[src/core/pack_status_pkg.sv]
// Purpose: Shared constants for the pack status readout and config EEPROM port
// Assumes: 100 MHz mclk
// Notes:   Command codes, status bit positions and EEPROM timing
package pack_status_pkg;

    // ***********************************************
    // Clock and timing
    // ***********************************************
    localparam int CLK_PERIOD_NS = 10;
    // EEPROM two-wire clock: longest bit time, quarter of it per phase
    localparam int EE_BIT_PERIOD_NS = 10000;
    localparam int EE_QTR_CYCLES = (EE_BIT_PERIOD_NS / 4) / CLK_PERIOD_NS;
    // Least time the EEPROM supply is on before the first clock edge
    localparam int EE_SETTLE_NS = 1000;
    localparam int EE_SETTLE_CYCLES = (EE_SETTLE_NS + CLK_PERIOD_NS - 1) / CLK_PERIOD_NS;

    // ***********************************************
    // Command codes
    // ***********************************************
    localparam logic [7:0] CMD_PACK_STATUS = 8'h2F;
    localparam logic [7:0] CMD_CELL_FOUR = 8'h3C;
    localparam logic [7:0] CMD_CELL_THREE = 8'h3D;
    localparam logic [7:0] CMD_CELL_TWO = 8'h3E;
    localparam logic [7:0] CMD_CELL_ONE = 8'h3F;

    // ***********************************************
    // Status byte bit positions
    // ***********************************************
    localparam int BIT_OFS_CANCEL = 7;
    localparam int BIT_END_VOLT2 = 6;
    localparam int BIT_ACTIVITY = 5;
    localparam int BIT_DSG_QUAL = 4;
    localparam int BIT_CHG_PIN = 3;
    localparam int BIT_DSG_PIN = 2;
    localparam int BIT_OVER = 1;
    localparam int BIT_UNDER = 0;

    // ***********************************************
    // EEPROM layout and reset values
    // ***********************************************
    localparam logic [7:0] EE_PACK_CONFIG_ADDR = 8'h3F;
    localparam logic [6:0] EE_DEV_ADDR = 7'h50;
    localparam logic [7:0] STATUS_RESET = 8'h00;
    localparam logic [7:0] PACK_CONFIG_RESET = 8'h00;
    localparam logic [15:0] CELL_RESET = 16'h0000;

    typedef enum logic [2:0] {
        EE_IDLE,
        EE_SETTLE,
        EE_START,
        EE_BIT,
        EE_STOP
    } ee_state_type;

endpackage : pack_status_pkg

[src/core/pack_status_eeprom_config.sv]
// Purpose: Pack status word, cell voltage readout and config EEPROM master
// Assumes: Measurement results arrive on mclk; EEPROM data pin is asynchronous
// Notes:   Command answers one cycle after the request
`timescale 1ns/100ps
`default_nettype none

// Contract
// - Status command returns word, flags in low byte
// - Bit 7 set once offset calibration done
// - Bit 6 set when voltage at/below threshold
// - Bit 5 set when converter saw pulse
// - Bit 4 shows discharge cycle qualification
// - Bit 3 mirrors charge control pin level
// - Bit 2 mirrors discharge control pin level
// - Bit 1 set on cell, pack or temperature
// - Over-limit flag not latched, follows live state
// - Bit 0 set when any cell below limit
// - Under-limit flag only for lithium packs
// - Under-limit flag not latched, tracks live state
// - High byte is EEPROM pack configuration byte
// - Cell commands: lowest code cell four
// - EEPROM accessed only on full reset, history
// - Access powers supply, uses clock, data pins
module pack_status_eeprom_config
    import pack_status_pkg::*;
#(
    parameter int CELLS = 4,
    parameter int SETTLE_CYCLES = EE_SETTLE_CYCLES
) (
    // Clock, reset, enable
    input wire logic mclk,
    input wire logic rst_b,
    input wire logic ce,
    // Measurement results
    input wire logic meas_tick,
    input wire logic ofs_cal_done,
    input wire logic [15:0] pack_mv,
    input wire logic [15:0] end_voltage_second_flag_threshold_mv,
    input wire logic [15:0] pack_ov_threshold_mv,
    input wire logic charge_pulse,
    input wire logic discharge_cycle_qualified,
    input wire logic charge_control_output,
    input wire logic discharge_control_output,
    input wire logic over_temp,
    input wire logic lithium_pack,
    input wire logic [15:0] cell_high_limit_mv,
    input wire logic [15:0] cell_low_limit_mv,
    input wire logic [15:0] cell_voltage_input [CELLS],
    // Host command port
    input wire logic cmd_valid,
    input wire logic [7:0] cmd_code,
    output logic resp_valid,
    output logic resp_hit,
    output logic [15:0] resp_data,
    // EEPROM requests
    input wire logic full_reset_req,
    input wire logic history_req,
    input wire logic [7:0] history_addr,
    input wire logic [7:0] history_data,
    output logic ee_busy,
    output logic ee_nack,
    // EEPROM pins
    output logic eeprom_supply_on,
    output logic eeprom_clock_pin,
    input wire logic eeprom_data_pin_in,
    output logic eeprom_data_pin_out,
    output logic eeprom_data_pin_oe_b
);

    // ***********************************************
    // Live status flags
    // ***********************************************
    logic [7:0] status_reg, status_next;
    logic ofs_cancel_reg, ofs_cancel_next;
    logic activity_acc_reg, activity_acc_next;
    logic [15:0] cell_reg [CELLS];
    logic [CELLS-1:0] cell_high, cell_low;
    logic over_any, under_any;
    logic [7:0] pack_config_reg;

    genvar gi;
    generate
        for (gi = 0; gi < CELLS; gi++) begin : g_cell
            assign cell_high[gi] = cell_voltage_input[gi] > cell_high_limit_mv;
            assign cell_low[gi] = cell_voltage_input[gi] < cell_low_limit_mv;
            always_ff @(posedge mclk or negedge rst_b) begin
                if (!rst_b) begin
                    cell_reg[gi] <= CELL_RESET;
                end else if (ce && meas_tick) begin
                    cell_reg[gi] <= cell_voltage_input[gi];
                end
            end
        end
    endgenerate

    assign over_any = (|cell_high) || (pack_mv > pack_ov_threshold_mv) || over_temp;
    assign under_any = lithium_pack && (|cell_low);

    always_comb begin
        status_next = status_reg;
        ofs_cancel_next = ofs_cancel_reg || ofs_cal_done;
        activity_acc_next = activity_acc_reg || charge_pulse;
        if (full_reset_req && !ee_busy) begin
            ofs_cancel_next = ofs_cal_done;
        end
        if (meas_tick) begin
            status_next[BIT_OFS_CANCEL] = ofs_cancel_next;
            status_next[BIT_END_VOLT2] = pack_mv <= end_voltage_second_flag_threshold_mv;
            status_next[BIT_ACTIVITY] = activity_acc_reg || charge_pulse;
            status_next[BIT_DSG_QUAL] = discharge_cycle_qualified;
            status_next[BIT_CHG_PIN] = charge_control_output;
            status_next[BIT_DSG_PIN] = discharge_control_output;
            status_next[BIT_OVER] = over_any;
            status_next[BIT_UNDER] = under_any;
            // A tick-cycle pulse is reported now; the next window starts empty
            activity_acc_next = 1'b0;
        end
    end

    always_ff @(posedge mclk or negedge rst_b) begin
        if (!rst_b) begin
            status_reg <= STATUS_RESET;
            ofs_cancel_reg <= 1'b0;
            activity_acc_reg <= 1'b0;
        end else if (ce) begin
            status_reg <= status_next;
            ofs_cancel_reg <= ofs_cancel_next;
            activity_acc_reg <= activity_acc_next;
        end
    end

    // ***********************************************
    // Command answers
    // ***********************************************
    logic resp_valid_next, resp_hit_next;
    logic [15:0] resp_data_next;

    always_comb begin
        resp_valid_next = cmd_valid;
        resp_hit_next = 1'b0;
        resp_data_next = 16'h0000;
        if (cmd_valid) begin
            case (cmd_code)
                CMD_PACK_STATUS: begin
                    resp_hit_next = 1'b1;
                    resp_data_next = {pack_config_reg, status_reg};
                end
                CMD_CELL_FOUR, CMD_CELL_THREE, CMD_CELL_TWO, CMD_CELL_ONE: begin
                    resp_hit_next = 1'b1;
                    // Lowest code answers the highest cell
                    resp_data_next = cell_reg[2'(CMD_CELL_ONE - cmd_code)];
                end
                default: begin
                    resp_hit_next = 1'b0;
                end
            endcase
        end
    end

    always_ff @(posedge mclk or negedge rst_b) begin
        if (!rst_b) begin
            resp_valid <= 1'b0;
            resp_hit <= 1'b0;
            resp_data <= 16'h0000;
        end else if (ce) begin
            resp_valid <= resp_valid_next;
            resp_hit <= resp_hit_next;
            resp_data <= resp_data_next;
        end
    end

    // ***********************************************
    // EEPROM two-wire master
    // ***********************************************
    ee_state_type state_reg, state_next;
    logic op_write_reg, op_write_next;
    logic [1:0] byte_idx_reg, byte_idx_next;
    logic [3:0] bit_idx_reg, bit_idx_next;
    logic [1:0] phase_reg, phase_next;
    logic [15:0] tick_cnt_reg, tick_cnt_next;
    logic [7:0] shift_reg, shift_next;
    logic [7:0] word_addr_reg, word_addr_next;
    logic [7:0] wdata_reg, wdata_next;
    logic [7:0] pack_config_next;
    logic scl_reg, scl_next, sda_reg, sda_next, supply_reg, supply_next;
    logic nack_reg, nack_next;
    logic sda_meta_reg, sda_sync_reg;
    logic tick, last_byte;

    function automatic logic [7:0] byte_for(input logic [1:0] idx, input logic wr,
                                             input logic [7:0] waddr,
                                             input logic [7:0] wdat);
        logic [7:0] b;
        b = 8'hFF;
        case (idx)
            2'd0: b = {EE_DEV_ADDR, 1'b0};
            2'd1: b = waddr;
            2'd2: b = wr ? wdat : {EE_DEV_ADDR, 1'b1};
            default: b = 8'hFF;
        endcase
        return b;
    endfunction : byte_for

    assign tick = tick_cnt_reg == 16'(EE_QTR_CYCLES - 1);
    assign last_byte = op_write_reg ? (byte_idx_reg == 2'd2) : (byte_idx_reg == 2'd3);

    always_comb begin
        state_next = state_reg;
        op_write_next = op_write_reg;
        byte_idx_next = byte_idx_reg;
        bit_idx_next = bit_idx_reg;
        phase_next = phase_reg;
        tick_cnt_next = tick ? 16'h0000 : 16'(tick_cnt_reg + 16'h0001);
        shift_next = shift_reg;
        word_addr_next = word_addr_reg;
        wdata_next = wdata_reg;
        pack_config_next = pack_config_reg;
        scl_next = scl_reg;
        sda_next = sda_reg;
        supply_next = supply_reg;
        nack_next = nack_reg;
        case (state_reg)
            EE_IDLE: begin
                tick_cnt_next = 16'h0000;
                scl_next = 1'b1;
                sda_next = 1'b1;
                if (full_reset_req || history_req) begin
                    state_next = EE_SETTLE;
                    supply_next = 1'b1;
                    op_write_next = !full_reset_req;
                    word_addr_next = full_reset_req ? EE_PACK_CONFIG_ADDR : history_addr;
                    wdata_next = history_data;
                    byte_idx_next = 2'd0;
                    phase_next = 2'd0;
                    nack_next = 1'b0;
                end
            end
            EE_SETTLE: begin
                if (tick_cnt_reg == 16'(SETTLE_CYCLES - 1)) begin
                    state_next = EE_START;
                    tick_cnt_next = 16'h0000;
                end
            end
            EE_START: begin
                if (tick) begin
                    phase_next = 2'(phase_reg + 2'd1);
                    case (phase_reg)
                        2'd0: sda_next = 1'b1;
                        2'd1: scl_next = 1'b1;
                        2'd2: sda_next = 1'b0;
                        default: begin
                            scl_next = 1'b0;
                            state_next = EE_BIT;
                            bit_idx_next = 4'd0;
                            shift_next = byte_for(byte_idx_reg, op_write_reg,
                                                  word_addr_reg, wdata_reg);
                        end
                    endcase
                end
            end
            EE_BIT: begin
                if (tick) begin
                    phase_next = 2'(phase_reg + 2'd1);
                    case (phase_reg)
                        // Acknowledge slot is released; on the read byte it is the NACK
                        2'd0: sda_next = (bit_idx_reg < 4'd8) ? shift_reg[7] : 1'b1;
                        2'd1: scl_next = 1'b1;
                        2'd2: begin
                            if (bit_idx_reg < 4'd8) begin
                                shift_next = {shift_reg[6:0], sda_sync_reg};
                            end else if (byte_idx_reg != 2'd3 && sda_sync_reg) begin
                                nack_next = 1'b1;
                            end
                        end
                        default: begin
                            scl_next = 1'b0;
                            bit_idx_next = 4'(bit_idx_reg + 4'd1);
                            if (bit_idx_reg == 4'd8) begin
                                bit_idx_next = 4'd0;
                                byte_idx_next = 2'(byte_idx_reg + 2'd1);
                                shift_next = byte_for(2'(byte_idx_reg + 2'd1), op_write_reg,
                                                      word_addr_reg, wdata_reg);
                                if (!op_write_reg && byte_idx_reg == 2'd3) begin
                                    pack_config_next = shift_reg;
                                end
                                if (last_byte || nack_reg) begin
                                    state_next = EE_STOP;
                                end else if (!op_write_reg && byte_idx_reg == 2'd1) begin
                                    state_next = EE_START;
                                end
                            end
                        end
                    endcase
                end
            end
            EE_STOP: begin
                if (tick) begin
                    phase_next = 2'(phase_reg + 2'd1);
                    case (phase_reg)
                        2'd0: sda_next = 1'b0;
                        2'd1: scl_next = 1'b1;
                        2'd2: sda_next = 1'b1;
                        default: begin
                            state_next = EE_IDLE;
                            supply_next = 1'b0;
                        end
                    endcase
                end
            end
            default: begin
                state_next = EE_IDLE;
            end
        endcase
    end

    always_ff @(posedge mclk or negedge rst_b) begin
        if (!rst_b) begin
            state_reg <= EE_IDLE;
            op_write_reg <= 1'b0;
            byte_idx_reg <= 2'd0;
            bit_idx_reg <= 4'd0;
            phase_reg <= 2'd0;
            tick_cnt_reg <= 16'h0000;
            shift_reg <= 8'hFF;
            word_addr_reg <= 8'h00;
            wdata_reg <= 8'h00;
            pack_config_reg <= PACK_CONFIG_RESET;
            scl_reg <= 1'b1;
            sda_reg <= 1'b1;
            supply_reg <= 1'b0;
            nack_reg <= 1'b0;
            sda_meta_reg <= 1'b1;
            sda_sync_reg <= 1'b1;
        end else if (ce) begin
            state_reg <= state_next;
            op_write_reg <= op_write_next;
            byte_idx_reg <= byte_idx_next;
            bit_idx_reg <= bit_idx_next;
            phase_reg <= phase_next;
            tick_cnt_reg <= tick_cnt_next;
            shift_reg <= shift_next;
            word_addr_reg <= word_addr_next;
            wdata_reg <= wdata_next;
            pack_config_reg <= pack_config_next;
            scl_reg <= scl_next;
            sda_reg <= sda_next;
            supply_reg <= supply_next;
            nack_reg <= nack_next;
            sda_meta_reg <= eeprom_data_pin_in;
            sda_sync_reg <= sda_meta_reg;
        end
    end

    assign ee_busy = state_reg != EE_IDLE;
    assign ee_nack = nack_reg;
    assign eeprom_supply_on = supply_reg;
    assign eeprom_clock_pin = scl_reg;
    assign eeprom_data_pin_out = sda_reg;
    assign eeprom_data_pin_oe_b = sda_reg;
endmodule : pack_status_eeprom_config

`default_nettype wire

[config.mk]
export PLATFORM = sky130hd
export DESIGN_NAME = pack_status_eeprom_config
export DESIGN_NICKNAME = d
export VERILOG_FILES = /design/src/core/pack_status_pkg.sv /design/src/core/pack_status_eeprom_config.sv
export SDC_FILE = /design/constraint.sdc
export NUM_CORES = 1
export LEC_CHECK = 0
export ABC_AREA = 1
export BUFFER_PORTS_ARGS = -buffer_cell sky130_fd_sc_hd__buf_2
export CAP_MARGIN = 20
export CELL_PAD_IN_SITES_DETAIL_PLACEMENT = 2
export CELL_PAD_IN_SITES_GLOBAL_PLACEMENT = 2
export CORE_MARGIN = 1
export CORE_UTILIZATION = 25
export DETAILED_ROUTE_END_ITERATION = 8
export HOLD_SLACK_MARGIN = 0.1
export MAX_ROUTING_LAYER = met4
export PLACE_DENSITY = 0.69
export SYNTH_ARGS = -nofsm -noshare
export SYNTH_HDL_FRONTEND = slang
export SYNTH_SLANG_ARGS = --single-unit
export TNS_END_PERCENT = 100
[constraint.sdc]
create_clock -name mclk -period 1.8 [get_ports mclk]
set_input_delay 0 -clock mclk [delete_from_list [all_inputs] [get_ports mclk]]
set_output_delay 0 -clock mclk [all_outputs]
set_load 0.05 [all_outputs]
==> results.toml <==
[route]
post_drt_wl_per_cell_um = 18.6
via_count = 11984
final_antenna_net_count = 0
viasPerCell = 4.77
drt_iter0_markers = 453
drt-pass1-iter-count = 4
post-route-drc-count = 0
drt-total-wl_mm = 46.8

[synth]
synth_compound_area_frac = 0.130
synth_fa_ha_area_frac = 0.182
avgSynthCellArea_um2 = 7.51
synth_ff_type = "dfrtp_1"
yosysTopAreaCell = "dfrtp_1"
synth-seq-cells = 158
netlist_area_mm2 = 0.0117
synth_top_family_by_area = "simple AND/OR/NAND/NOR gates"
syn_nets = 1908
synth_top_cells_by_count = "473 x nand2_1, 170 x ha_1, 170 x inv_1"
yosysTopAreaCellShare = 0.313
synth_cell_types = 52
yosysMostFrequentCell = "nand2_1"
synth_xor_area_frac = 0.0105
async_reset_ff_frac = 1.00
synth-edff-count = 0
synth_mux_area_frac = 0.00610
yosys_warnings = 0
syn_inst = 1555
synth-seq-area-share = 0.340
synth_simple_gate_area_frac = 0.255
synth_area_leaders = "dfrtp_1 31%, ha_1 18%, nand2_1 15%, inv_1 5.5%, a21oi_1 4.5%"

[sta]
holdWs_ns = 0.113
timing.final.ws_setup_ns = -0.0205
rsz0062_at_grt = "true"
setup_violations = 7
relSlewSlack = 0.615
worst_pin_slew_ns = 0.577
fin_worst_skew_ns = 0.0116
fmax_mhz = 549
drv_slew = 0
fin_crit_ns = 1.82
hold_violations = 0
finalCritPeriodShare = 1.01

[layout]
antenna_cells = 0
drive_above_1_share = 0.199
area_delta_synth_final_pct = 33.9
fin_area_mm2 = 0.0156
n_fill_cell = 5281
largest_reg_flops = 64
final_nets = 2254

[clock_tree]
clk_pin_slew_ns = 0.07
cts_tree = "built"
clock_path_buffers = 2
cts_buffers = 17
cts_root_buffer = "clkbuf_16"
clk_latency_ns = 0.43
h-tree-depth = 4
clock_sinks = 158

[global_routing]
grt_util_all_layers = 0.207
grt_overflow = 0
grt_pass1_vias = 13737
antenna_found_initial = 0
grt_pass1_wl_mm = 74.5
grt_max_degree = 64

[worst_setup_path]
cp_max_fo = 8
required_ns = 2.11
path_class = "register to register"
arrival_ns = 2.13
start_kind = "register"
endpoint_kind = "register"

[worst_hold_path]
hold_class = "primary input to asynchronous set/reset pin"

[job]
maxCapViolations = 0

[die]
dieWidth_um = 218
core_mm2 = 0.0458
ios = 207
dieArea_mm2 = 0.0476
dieHeight_um = 218
placementRows = 78
start_util = 0.255

[placement]
dp_hpwl_mm = 36.6
gp_congestion = 0.901
io_buffers = 206
place_area_mm2 = 0.0139

[power]
p_leak_nw = 8.20
power.density_mw_per_mm2 = 885
ir_worst_vdd_mv = 0.720
power.total_w = 0.0139

[status]
violations = "setup timing"
status = "finished, violations left"
## layout make-up
cell class / count / area [µm²] / share of cell area
Clock buffer: 19 / 433 / 0.0277
Clock inverter: 13 / 166 / 0.0106
Inverter: 178 / 682 / 0.0436
Multi-Input combinational cell: 1173 / 6980 / 0.446
Sequential cell: 158 / 3970 / 0.254
Tap cell: 600 / 751 / 0.0480
Timing Repair Buffer: 373 / 2660 / 0.170
## metrics by stage
step / setup slack, ns / setup TNS (ns) / std cells / utilization
3_3_place_gp: 0.0230 / 0 / 2381 / 0.303
5_1_grt: -0.126 / -2.58 / 2514 / 0.342
4_1_cts: -0.00696 / -0.0113 / 2510 / 0.338
2_1_floorplan: 0.0785 / 0 / 1555 / -
3_5_place_dp: -0.0534 / -0.408 / 2381 / 0.303
6_report: -0.0205 / -0.0985 / 2514 / 0.342
## worst paths after layout
check                      cells past startpoint  slack (ns)          endpoint            start
min reg2reg                                    1        0.48     resp_data[10]    resp_data[10]
max in group asynchronous                      3        0.98      sda_sync_reg            rst_b
min in group mclk                              4        0.15     status_reg[6]       pack_mv[1]
max                                            8       -0.02  tick_cnt_reg[13]  tick_cnt_reg[8]
min                                            2        0.11      wdata_reg[0]            rst_b
max reg2reg                                    8       -0.02  tick_cnt_reg[13]  tick_cnt_reg[8]
## repair_timing
action	CTS	global route
buffers inserted	2	3
hold buffers	95	0
hold endpoints to repair	248	0
setup endpoints to repair	37	49
resized for setup	17	27
cloned	0	1
pin swaps	3	6
## cells by family (layout without fill, tap and decap cells)
logic type	after synthesis	count (layout)
multiplexers	5	5
flip-flops	158	158
adder cells (fa/ha/maj)	170	170
AND/OR/NAND/NOR	711	711
XOR/XNOR	14	14
AO/OA/AOI/OAI	273	273
buffers and inverters	224	583
## placed cells by master, fill, tap and decap left out, types with 11 or more instances in the layout
cell	instances
nand2_1	466
buf_2	205
inv_1	167
ha_1	167
dfrtp_1	146
a21oi_1	105
o21ai_0	100
dlygate4sd3_1	95
nand3_1	84
nor2_1	82
buf_4	61
nand4_1	20
a21o_1	18
clkbuf_16	18
nor3_1	15
dfstp_2	12
xor2_1	11
## layer usage
| layer | vias up | global-route usage | routed length (µm) | part of all wire |
|---|---|---|---|---|
| li1 | 5828 | - | - | - |
| met1 | 5942 | 0.251 | 21100 | 0.45 |
| met2 | 172 | 0.365 | 23700 | 0.51 |
| met3 | 42 | 0.0174 | 1020 | 0.022 |
| met4 | 0 | 0.0573 | 963 | 0.021 |
| met5 | - | - | 0 | 0 |
## report_power, final
part           total, W  internal [W]  switching, W  leakage (nW)
Sequential      0.00470       0.00423      0.000466          1.98
Combinational   0.00535       0.00208       0.00327          5.93
Clock           0.00380       0.00219       0.00161         0.284
Total            0.0139       0.00851       0.00535          8.20
## critical path, stage by stage (launching register included)
cell	delay [ns]
dfrtp_1	0.39
or2_1	0.22
nor3_2	0.23
nand2_1	0.13
buf_6	0.16
buf_4	0.15
a21oi_4	0.19
clkbuf_16	0.18
nor2_1	0.04
Power figures use the tool's default switching activity.
